<file path="config.mk">
export PLATFORM = sky130hd
export DESIGN_NAME = scgc_top
export DESIGN_NICKNAME = d
export VERILOG_FILES = /design/src/pkg/scgc_pkg.sv /design/src/rtl/scgc_top.sv
export SDC_FILE = /design/constraint.sdc
export NUM_CORES = 1
export LEC_CHECK = 0
export BUFFER_PORTS_ARGS = -buffer_cell sky130_fd_sc_hd__buf_2
export CORE_ASPECT_RATIO = 0.7
export CORE_MARGIN = 1.5
export CORE_UTILIZATION = 38
export DETAILED_ROUTE_END_ITERATION = 6
export PLACE_DENSITY = 0.69
export SYNTH_ARGS = -nofsm -noshare
export SYNTH_HDL_FRONTEND = slang
export SYNTH_SLANG_ARGS = --single-unit
</file>
<file path="constraint.sdc">
create_clock -name clk_sys -period 3.1 [get_ports clk_sys]
set_clock_uncertainty 0.15 [all_clocks]
set_input_delay 0.62 -clock clk_sys [delete_from_list [all_inputs] [get_ports clk_sys]]
set_output_delay 0.62 -clock clk_sys [all_outputs]
set_load 0.05 [all_outputs]
</file>
<file path="src/pkg/scgc_pkg.sv">
package scgc_pkg;

  localparam logic [7:0]  SCGC_OFF_CLK_CTRL  = 8'ha4;
  localparam logic [7:0]  SCGC_OFF_CAP_HDR   = 8'ha8;
  localparam logic [7:0]  SCGC_OFF_CARD_ID   = 8'hac;
  localparam logic [7:0]  SCGC_OFF_SI_LOAD   = 8'hc0;

  localparam int          SCGC_BIT_DEV2      = 9;
  localparam int          SCGC_BIT_DEV3      = 10;
  localparam int          SCGC_BIT_DEV4      = 11;
  localparam int          SCGC_BIT_FBK       = 12;
  localparam int          SCGC_BIT_STOPPED   = 13;
  localparam int          SCGC_BIT_RUN_EN    = 14;
  localparam int          SCGC_BIT_RUN_MODE  = 15;

  localparam logic [7:0]  SCGC_CAP_ID        = 8'h0d;
  localparam logic [7:0]  SCGC_NEXT_PCIE     = 8'hb0;
  localparam logic [7:0]  SCGC_NEXT_SLOT_ID  = 8'ha0;
  localparam logic [3:0]  SCGC_GATE_RST      = 4'h0;
  localparam logic [15:0] SCGC_CARD_VID_RST  = 16'h0000;
  localparam logic [15:0] SCGC_CARD_ID_RST   = 16'h0000;
  localparam logic [31:0] SCGC_CLK_RST_VAL   = 32'h00000000;

  localparam logic [2:0]  SCGC_DIV_LAST      = 3'h3;

  typedef enum logic {SCGC_RUN, SCGC_STOP} scgc_run_e;

  typedef struct packed {
    logic        psel;
    logic        penable;
    logic        pwrite;
    logic [7:0]  paddr;
    logic [31:0] pwdata;
  } scgc_apb_req_s;

  typedef struct packed {
    logic        pready;
    logic        pslverr;
    logic [31:0] prdata;
  } scgc_apb_rsp_s;

endpackage

</file>
<file path="src/rtl/scgc_top.sv">
// Added by the designer: the APB register port.
`timescale 1ns/100ps
module scgc_top
  import scgc_pkg::*;
#(
  parameter logic [15:0] CARD_VID = 16'h5a5a, // arbitrary value
  parameter logic [15:0] CARD_ID  = 16'h3c3c  // arbitrary value
) (
  input  wire logic          clk_sys,
  input  wire logic          nrst,
  input  wire scgc_apb_req_s apb_req,
  output scgc_apb_rsp_s      apb_rsp,
  input  wire logic          forward_mode,
  input  wire logic          pm_d3hot,
  input  wire logic          sec_bus_idle,
  input  wire logic          primary_req_pending,
  input  wire logic          cfgmem_load_valid,
  input  wire logic          cfgmem_slot_id_en,
  input  wire logic [15:0]   cfgmem_card_vid,
  input  wire logic [15:0]   cfgmem_card_id,
  output logic               dev2_clock_out,
  output logic               dev3_clock_out,
  output logic               dev4_clock_out,
  output logic               bridge_feedback_clock_out,
  output logic               secondary_clock_output,
  output logic               sec_clock_stopped
);

  logic [3:0]   gate_ff;
  logic         run_en_ff;
  logic         run_mode_ff;
  scgc_run_e    run_state_ff;
  logic         slot_id_en_ff;
  logic [15:0]  card_vid_ff;
  logic [15:0]  card_id_ff;
  logic [2:0]   div_ff;
  logic         phase_ff;
  logic [31:0]  rdata_ff;
  logic         ready_ff;
  logic         err_ff;

  function automatic logic gated(input logic stop_bit, input logic fwd);
    gated = fwd & stop_bit;
  endfunction

  // bus decode
  wire          setup_ph   = apb_req.psel & ~apb_req.penable;
  wire          hit_ctrl   = apb_req.paddr == SCGC_OFF_CLK_CTRL;
  wire          hit_hdr    = apb_req.paddr == SCGC_OFF_CAP_HDR;
  wire          hit_card   = apb_req.paddr == SCGC_OFF_CARD_ID;
  wire          hit_si     = apb_req.paddr == SCGC_OFF_SI_LOAD;
  wire          mapped     = hit_ctrl | hit_hdr | hit_card | hit_si;
  wire          wr_ctrl    = setup_ph & apb_req.pwrite & hit_ctrl;
  wire [7:0]    next_link  = slot_id_en_ff ? SCGC_NEXT_SLOT_ID : SCGC_NEXT_PCIE;

  // stop decision
  wire          mode_ok    = run_mode_ff ? (sec_bus_idle & ~primary_req_pending)
                                         : pm_d3hot;
  wire          want_stop  = run_en_ff & mode_ok;
  wire          phase_tick = div_ff == SCGC_DIV_LAST;

  wire [31:0]   ctrl_rd    = {16'h0000, run_mode_ff, run_en_ff,
                              run_state_ff == SCGC_STOP,
                              gate_ff, 9'h000};
  wire [31:0]   hdr_rd     = {16'h0000, next_link, SCGC_CAP_ID};
  wire [31:0]   card_rd    = {card_id_ff, card_vid_ff};
  wire [31:0]   si_rd      = {31'h00000000, slot_id_en_ff};
  wire [31:0]   nxt_rdata  = hit_ctrl ? ctrl_rd :
                             hit_hdr  ? hdr_rd  :
                             hit_card ? card_rd :
                             hit_si   ? si_rd   : 32'h00000000;

  wire          nxt_ready  = setup_ph;

  // registers
  always_ff @(posedge clk_sys) begin
    if (!nrst) begin
      gate_ff     <= SCGC_GATE_RST;
      run_en_ff   <= SCGC_CLK_RST_VAL[SCGC_BIT_RUN_EN];
      run_mode_ff <= SCGC_CLK_RST_VAL[SCGC_BIT_RUN_MODE];
    end else if (wr_ctrl) begin
      gate_ff     <= apb_req.pwdata[SCGC_BIT_FBK:SCGC_BIT_DEV2];
      run_en_ff   <= apb_req.pwdata[SCGC_BIT_RUN_EN];
      run_mode_ff <= apb_req.pwdata[SCGC_BIT_RUN_MODE];
    end
  end

  // config-memory load
  always_ff @(posedge clk_sys) begin
    if (!nrst) begin
      slot_id_en_ff <= 1'b0;
      card_vid_ff   <= SCGC_CARD_VID_RST;
      card_id_ff    <= SCGC_CARD_ID_RST;
    end else if (cfgmem_load_valid) begin
      slot_id_en_ff <= cfgmem_slot_id_en;
      card_vid_ff   <= cfgmem_card_vid;
      card_id_ff    <= cfgmem_card_id;
    end
  end

  // unloaded ids read back the parameters from reset until the first config-memory load
  logic loaded_ff;
  always_ff @(posedge clk_sys) begin
    if (!nrst) begin
      loaded_ff <= 1'b0;
    end else if (cfgmem_load_valid) begin
      loaded_ff <= 1'b1;
    end
  end

  // apb answer, one wait-free access phase
  always_ff @(posedge clk_sys) begin
    if (!nrst) begin
      ready_ff <= 1'b0;
      err_ff   <= 1'b0;
      rdata_ff <= 32'h00000000;
    end else begin
      ready_ff <= nxt_ready;
      err_ff   <= setup_ph & ~mapped;
      if (setup_ph) begin
        rdata_ff <= loaded_ff | ~hit_card ? nxt_rdata : {CARD_ID, CARD_VID};
      end
    end
  end

  // clock-run state
  always_ff @(posedge clk_sys) begin
    if (!nrst) begin
      run_state_ff <= SCGC_RUN;
    end else begin
      case (run_state_ff)
        SCGC_RUN: begin
          if (want_stop && !phase_ff && !phase_tick) begin
            run_state_ff <= SCGC_STOP;
          end
        end
        SCGC_STOP: begin
          if (!want_stop) begin
            run_state_ff <= SCGC_RUN;
          end
        end
        default: begin
          run_state_ff <= SCGC_RUN;
        end
      endcase
    end
  end

  // secondary clock divider
  always_ff @(posedge clk_sys) begin
    if (!nrst) begin
      div_ff   <= 3'h0;
      phase_ff <= 1'b0;
    end else if (phase_tick) begin
      div_ff   <= 3'h0;
      phase_ff <= run_state_ff == SCGC_STOP ? 1'b0 : ~phase_ff;
    end else begin
      div_ff   <= div_ff + 3'h1;
    end
  end

  // output pins
  always_ff @(posedge clk_sys) begin
    if (!nrst) begin
      dev2_clock_out            <= 1'b0;
      dev3_clock_out            <= 1'b0;
      dev4_clock_out            <= 1'b0;
      bridge_feedback_clock_out <= 1'b0;
      secondary_clock_output    <= 1'b0;
      sec_clock_stopped         <= 1'b0;
    end else begin
      dev2_clock_out            <= phase_ff & ~gated(gate_ff[0], forward_mode);
      dev3_clock_out            <= phase_ff & ~gated(gate_ff[1], forward_mode);
      dev4_clock_out            <= phase_ff & ~gated(gate_ff[2], forward_mode);
      bridge_feedback_clock_out <= phase_ff & ~gated(gate_ff[3], forward_mode);
      secondary_clock_output    <= phase_ff;
      sec_clock_stopped         <= run_state_ff == SCGC_STOP;
    end
  end

  assign apb_rsp.pready  = ready_ff;
  assign apb_rsp.pslverr = err_ff;
  assign apb_rsp.prdata  = rdata_ff;

  // assertions
  property p_gate_low;
    @(posedge clk_sys) disable iff (!nrst)
      forward_mode && gate_ff[0] |=> !dev2_clock_out;
  endproperty
  a_gate_low: assert property (p_gate_low) else $error("dev2 clock not held low");

  property p_dev3_low;
    @(posedge clk_sys) disable iff (!nrst)
      forward_mode && gate_ff[1] |=> !dev3_clock_out;
  endproperty
  a_dev3_low: assert property (p_dev3_low) else $error("dev3 clock not held low");

  property p_dev4_low;
    @(posedge clk_sys) disable iff (!nrst)
      forward_mode && gate_ff[2] |=> !dev4_clock_out;
  endproperty
  a_dev4_low: assert property (p_dev4_low) else $error("dev4 clock not held low");

  property p_run_ok;
    @(posedge clk_sys) disable iff (!nrst)
      forward_mode && !gate_ff[0] |=> dev2_clock_out == secondary_clock_output;
  endproperty
  a_run_ok: assert property (p_run_ok) else $error("dev2 clock not running");

  property p_gate_wr;
    @(posedge clk_sys) disable iff (!nrst)
      wr_ctrl |=> gate_ff == $past(apb_req.pwdata[SCGC_BIT_FBK:SCGC_BIT_DEV2]);
  endproperty
  a_gate_wr: assert property (p_gate_wr) else $error("gate bits not written");

  property p_fbk_low;
    @(posedge clk_sys) disable iff (!nrst)
      forward_mode && gate_ff[3] |=> !bridge_feedback_clock_out;
  endproperty
  a_fbk_low: assert property (p_fbk_low) else $error("feedback clock not held low");

  property p_status;
    @(posedge clk_sys) disable iff (!nrst)
      sec_clock_stopped |-> !secondary_clock_output && !dev2_clock_out && !dev3_clock_out &&
                            !dev4_clock_out && !bridge_feedback_clock_out;
  endproperty
  a_status: assert property (p_status) else $error("clock toggles while stopped");

  property p_stat_read;
    @(posedge clk_sys) disable iff (!nrst)
      setup_ph && hit_ctrl |=> apb_rsp.prdata[SCGC_BIT_STOPPED] == $past(run_state_ff == SCGC_STOP);
  endproperty
  a_stat_read: assert property (p_stat_read) else $error("stop status misread");

  property p_en_write;
    @(posedge clk_sys) disable iff (!nrst)
      wr_ctrl |=> run_en_ff == $past(apb_req.pwdata[SCGC_BIT_RUN_EN]);
  endproperty
  a_en_write: assert property (p_en_write) else $error("run enable not written");

  property p_no_stop_off;
    @(posedge clk_sys) disable iff (!nrst)
      !run_en_ff [*3] |-> !sec_clock_stopped;
  endproperty
  a_no_stop_off: assert property (p_no_stop_off) else $error("stopped with protocol off");

  property p_d3;
    @(posedge clk_sys) disable iff (!nrst)
      !run_mode_ff && !pm_d3hot |=> run_state_ff == SCGC_RUN;
  endproperty
  a_d3: assert property (p_d3) else $error("stopped outside d3hot");

  property p_mode_wr;
    @(posedge clk_sys) disable iff (!nrst)
      wr_ctrl |=> run_mode_ff == $past(apb_req.pwdata[SCGC_BIT_RUN_MODE]);
  endproperty
  a_mode_wr: assert property (p_mode_wr) else $error("run mode not written");

  property p_idle;
    @(posedge clk_sys) disable iff (!nrst)
      run_mode_ff && !(sec_bus_idle && !primary_req_pending) |=> run_state_ff == SCGC_RUN;
  endproperty
  a_idle: assert property (p_idle) else $error("stopped while bus busy");

  property p_capid;
    @(posedge clk_sys) disable iff (!nrst)
      setup_ph && hit_hdr |=> apb_rsp.prdata[7:0] == SCGC_CAP_ID && apb_rsp.pready;
  endproperty
  a_capid: assert property (p_capid) else $error("bad subsys_cap_identifier");

  property p_hdr_hi;
    @(posedge clk_sys) disable iff (!nrst)
      setup_ph && hit_hdr |=> apb_rsp.prdata[31:16] == 16'h0000;
  endproperty
  a_hdr_hi: assert property (p_hdr_hi) else $error("header upper half not zero");

  property p_next;
    @(posedge clk_sys) disable iff (!nrst)
      setup_ph && hit_hdr && !slot_id_en_ff |=> apb_rsp.prdata[15:8] == SCGC_NEXT_PCIE;
  endproperty
  a_next: assert property (p_next) else $error("bad next pointer");

  property p_next_slot;
    @(posedge clk_sys) disable iff (!nrst)
      setup_ph && hit_hdr && slot_id_en_ff |=> apb_rsp.prdata[15:8] == SCGC_NEXT_SLOT_ID;
  endproperty
  a_next_slot: assert property (p_next_slot) else $error("next pointer not redirected");

  property p_vid;
    @(posedge clk_sys) disable iff (!nrst)
      setup_ph && hit_card && loaded_ff |=> apb_rsp.prdata[15:0] == $past(card_vid_ff);
  endproperty
  a_vid: assert property (p_vid) else $error("bad vendor identifier");

  property p_sid;
    @(posedge clk_sys) disable iff (!nrst)
      setup_ph && hit_card && loaded_ff |=> apb_rsp.prdata[31:16] == $past(card_id_ff);
  endproperty
  a_sid: assert property (p_sid) else $error("bad subsystem identifier");

  property p_si_hold;
    @(posedge clk_sys) disable iff (!nrst)
      !cfgmem_load_valid |=> $stable(slot_id_en_ff);
  endproperty
  a_si_hold: assert property (p_si_hold) else $error("slot id changed without load");

  property p_rev;
    @(posedge clk_sys) disable iff (!nrst)
      !forward_mode |=> dev2_clock_out == secondary_clock_output && dev3_clock_out == secondary_clock_output &&
                        dev4_clock_out == secondary_clock_output && bridge_feedback_clock_out == secondary_clock_output;
  endproperty
  a_rev: assert property (p_rev) else $error("gate applied in reverse mode");

  property p_off_run;
    @(posedge clk_sys) disable iff (!nrst)
      !run_en_ff |=> run_state_ff == SCGC_RUN;
  endproperty
  a_off_run: assert property (p_off_run) else $error("stop state with protocol off");

  property p_err;
    @(posedge clk_sys) disable iff (!nrst)
      setup_ph && !mapped |=> apb_rsp.pslverr && apb_rsp.prdata == 32'h00000000;
  endproperty
  a_err: assert property (p_err) else $error("unmapped access not flagged");

  c_stop:    cover property (@(posedge clk_sys) disable iff (!nrst)
    $rose(sec_clock_stopped));
  c_wake:    cover property (@(posedge clk_sys) disable iff (!nrst)
    $fell(sec_clock_stopped));
  c_si:      cover property (@(posedge clk_sys) disable iff (!nrst)
    $rose(slot_id_en_ff));
  c_rev:     cover property (@(posedge clk_sys) disable iff (!nrst)
    !forward_mode && secondary_clock_output);
  c_d3_stop: cover property (@(posedge clk_sys) disable iff (!nrst)
    sec_clock_stopped && !run_mode_ff);

endmodule // scgc_top

</file>
* Yosys cells after proc, flatten, opt, wreduce, memory -nomap -nowiden
Index checks and enable logic that the tools add are counted.
** Storage, ports and cells
- Flip-flop bits (word level) :: 85
- Latch bits :: 0
- Bits in writable memories :: 0
- ROM bits :: 0
- Input bits :: 83
- Output and inout bits :: 40
- Word-level logic and storage cells :: 70
- Memories kept :: 0
** Operators by class
- Add/subtract/negate cells :: 1
- Multipliers :: 0
- Div/mod/pow operators :: 0
- Order comparisons :: 0
- Eq/ne operators :: 5
- Shifts and indexed selects :: 0
- Mux-type cells :: 11
- Bitwise gates (word level) :: 29
- Reduce and logical (&&, ||, !) cells :: 5
** Operators with widths (count)
- $mux W32 :: 4
- $eq A8 B8 Y1 const B :: 4
- $and A1 B1 Y1 :: 14
- $not A1 Y1 :: 11
- $mux W1 :: 5
- $mux W5 :: 1
- $or A1 B1 Y1 :: 4
- $add A3 B1 Y3 const B :: 1
- $eq A3 B2 Y1 const B :: 1
- $logic_and A1 B1 Y1 :: 2
- $logic_not A1 Y1 :: 2
- $pmux W1 S2 :: 1
- $reduce_or A2 Y1 :: 1

* Depth between registers and ports, before layout
- Word-level depth :: 8
- Gate-level depth with buffers :: 6
- Mapped depth without buffers :: 4

* Worst setup path before layout
OpenSTA, ideal clock, no wires.
- Kind :: input-to-reg
- Start :: in apb_req[36] in the netlist's numbering
- End :: reg gate_ff[0]
- Arrival time :: 2.052 ns
- Setup slack :: 0.782 ns
- Stages on the path :: 5
- Buffers on the path :: 1
- Path through :: or4b_1 > buf_6 > nor4_4 > mux2i_1 > nor2b_1
** On the way
- Cells in the longest elaborated chain, start to end :: 2
** RTL lines
- start: declaration :: RTL line scgc_top.sv:11 : input wire scgc_apb_req_s apb_req,
- $eq A8 B8 Y1 :: RTL line scgc_top.sv:48 : wire hit_ctrl = apb_req.paddr == SCGC_OFF_CLK_CTRL;
- $and A1 B1 Y1 :: RTL line scgc_top.sv:53 : wire wr_ctrl = setup_ph & apb_req.pwrite & hit_ctrl;
- end signal: assignment :: RTL line scgc_top.sv:82 : gate_ff <= apb_req.pwdata[SCGC_BIT_FBK:SCGC_BIT_DEV2];
- end: declaration :: RTL line scgc_top.sv:29 : logic [3:0] gate_ff;
No other way between the ends.
A chain may end at the register's enable or synchronous reset.

* Final worst setup path
- Start :: in apb_req[36] in the netlist's numbering
- End :: reg run_mode_ff
** On the way
- Cells in the longest elaborated chain, start to end :: 2
** RTL lines
- $eq A8 B8 Y1 :: RTL line scgc_top.sv:48
- $and A1 B1 Y1 :: RTL line scgc_top.sv:53
- end signal: assignment :: RTL line scgc_top.sv:80 : run_mode_ff <= SCGC_CLK_RST_VAL[SCGC_BIT_RUN_MODE];
- end signal: assignment :: RTL line scgc_top.sv:84 : run_mode_ff <= apb_req.pwdata[SCGC_BIT_RUN_MODE];
- end: declaration :: RTL line scgc_top.sv:31 : logic run_mode_ff;
No other way between the ends.

==> summary.md <==
| Metric | Value |
|---|---|
| Run status | finished clean |
| TritonCTS clock tree | built |
| Slew headroom | 0.482 |
| Number of CTS-inserted buffers | 9 |
| Synth-to-Final Area Change | 25.8% |
| Reg clk slew, reported paths | around 60 ps |
| WP data required | between 3000 and 4000 ps |
| Worst Max-Slew Pin Slew | ~770 ps |
| Worst EP arrival | 2430 ps |
| CP max stage delay | ~700 ps |
| Syn Inst Count | 337 |
| Post-synth ARST share | 0 |
| Design Power | about 2.4 mW |
| Yosys reg bits | 85 |
| Synth Flop Type | dfxtp_1 |
| Ys Warns | 0 |
| Htree depth | 3 |
| CP bufs+invs | 1 |
| Die area | 0.00947 sq mm |
| Slew Limit Fails | 0 |
| Wire per inst | around 14 um |
| Largest net degree at the start of global routing | 37 |
| Hold-fix buffers, CTS | 0 |
| Antenna-violating nets left | 0 |
| Register area share after synthesis | 0.504 |
| Critical path cell sequence | buf_2 -> or4b_1 -> nor4_4 -> mux2i_1 -> nor2b_1 |
| VDD IR-drop max | 373 uV |
| CTS Sinks | 85 |
| WP depth | 5 |
| Max Cap Viol | 0 |
| Critical-path top delay cell | or4b_1 |
| Post-detail-place hpwl | roughly 5500 um |
| PwrDens | 566 mW/mm^2 |
| Fin Hold WS | approximately 280 ps |
| Initial drt markers | 126 |
| Post-CTS setup buffer count | 0 |
| Hold path depth | 1 |
| Synth unique cells | 40 |
| PortBufs | 96 |
| Grt ovf | 0 |
| Max Freq | 424 MHz |
| Vias in the first global route | about 2,500 |
| Detailed Routing Iterations Pass 1 | 4 |
| Tot GR Track Use | 0.169 |
| NumNets Final | between 500 and 600 |
| CP endpoint kind | flop |
| Synth Area per Inst | around 10 sq um |
| Unrepaired setup endpoints after global routing | false |
| Vias per cell | ~4.7 |
| Number of enable flip-flop cells after synthesis | 0 |
| Final wirelength | approximately 7700 um |
| Antenna cell count | 0 |
| Final hold vios | 0 |
| Final-report setup violation count | 0 |
| Hold Crit Class | flop to flop |
| Share of post-route cells with drive strength above 1 | 0.288 |
| Crit path max-delay family | simple AND/OR/NAND/NOR gates |
| Crit path launch type | input port |
| Site Rows | 28 |
| CTS root buffer | clkbuf_16 |
| Initial core utilization | 0.395 |
| R2R cell count | 5 |
| Clock Latency Late Sink | roughly 330 ps |
| Reg2reg setup slack | 1320 ps |
| First-pass GRT wire length | approximately 12,000 um |
| Final Cycle Share | 0.761 |
| Maximum buffer depth of the clock tree | 2 |
| Post_cts resized | 0 |
| Min cycle time layout | about 2400 ps |
| Core area | 0.00855 sq mm |
| Synth Cell Area | ~0.0034 sq mm |
| Via count | 2,614 |
| Post-place setup slack | around 410 ps |
| Synthesized Nets | 422 |
| Setup TNS after final layout | 0 ps |
| P_leak | roughly 1.9 nW |
| Initial antenna violation count | 0 |
| Kind of critical path | input port to flop |
| I/O pins | 123 |
| Die Ht | between 80 and 90 um |
| Chip Width | between 100 and 150 um |
| Setup ws final | 742 ps |
| DRC Markers | 0 |
| Placer Congestion | 0.808 |
| Worst Path Max Fanout | 7 |
metrics by stage:
step | instance area (sq um) | std cells | utilization
finish | 4250 | 551 | 0.497
global route | 4250 | 551 | 0.497
CTS | 4250 | 551 | 0.497
detailed placement | 3950 | 535 | 0.463
global placement | 3950 | 535 | 0.463
floorplan | 3380 | 337 | -
flip-flops by register name (all words and copies together) (netlist names), 3 cells and up:
register / count
card_id_ff: 16
card_vid_ff: 16
div_ff: 3
gate_ff: 4
rdata_ff: 32
Yosys cell counts (all sizes together), types with 2 or more instances:
cell type	instances	area, sq um
o21ai	14	70.1
clkbuf	21	80.1
nand3b	3	22.5
nand2b	4	25.0
o21a	2	15.0
buf	4	31.3
mux2i	43	430
nor2b	54	338
nor4	2	27.5
dfxtp	85	1700
nand4	2	12.5
a21boi	14	105
nor3	2	10.0
nor2	10	37.5
nand2	22	82.6
inv	7	26.3
nand3	5	25.0
ha	2	25.0
a21oi	10	50.1
a22oi	11	82.6
nor3b	2	15.0
a31oi	2	12.5
o221a	3	33.8
cell usage in the layout, fill, tap and decap left out, types with 3 or more instances in the layout:
cell type / netlist / final
nand2_1: 22 / 22
a21boi_0: 14 / 14
nor2_1: 10 / 10
inv_1: 7 / 7
a22oi_1: 11 / 11
a21oi_1: 10 / 10
dfxtp_1: 85 / 85
nand3_1: 5 / 5
o221a_2: 3 / 3
o21ai_0: 14 / 14
mux2i_1: 43 / 43
buf_2: 1 / 96
nand2b_1: 4 / 4
nand3b_1: 3 / 3
buf_4: 2 / 7
clkbuf_16: 0 / 9
nor2b_1: 54 / 54
final cells by class:
cell class | count | area [sq um]
Clock inverter | 4 | 47.5
Timing Repair Buffer | 103 | 533
Inverter | 7 | 26.3
Clock buffer | 12 | 246
Multi-Input combinational cell | 220 | 1540
Sequential cell | 85 | 1700
Fill cell | 825 | 4300
Tap cell | 120 | 150
power breakdown:
part / internal, mW / switching (mW) / leakage (nW)
sequential: 1.13 / 0.0199 / 0.693
combinational: 0.0901 / 0.113 / 1.02
clock: 0.643 / 0.407 / 0.143
worst paths after layout:
kind / from / end
setup reg to reg: loaded_ff / rdata_ff[5]
hold / removal: div_ff[0] / div_ff[0]
hold reg to reg: div_ff[0] / div_ff[0]
setup / recovery: apb_req[36] / run_mode_ff
cells by family (layout without fill, tap and decap cells):
| family | after synthesis | after routing | share of synthesized area |
|---|---|---|---|
| AOI/OAI and AO/OA | 62 | 62 | 0.125 |
| adders and majority gates | 2 | 2 | 0.00741 |
| buffers and inverters | 32 | 126 | 0.0408 |
| DFF | 85 | 85 | 0.504 |
| muxes | 44 | 44 | 0.131 |
| and+or+nand+nor | 112 | 112 | 0.192 |
layer usage:
layer / wire length [um] / vias up / global-route usage
met5: 0 / - / 0
met2: 3170 / 61 / 0.247
met1: 3950 / 1211 / 0.226
li1: - / 1333 / -
met4: 107 / 0 / 0.0622
met3: 449 / 9 / 0.0649
Power figures use the tool's default switching activity.
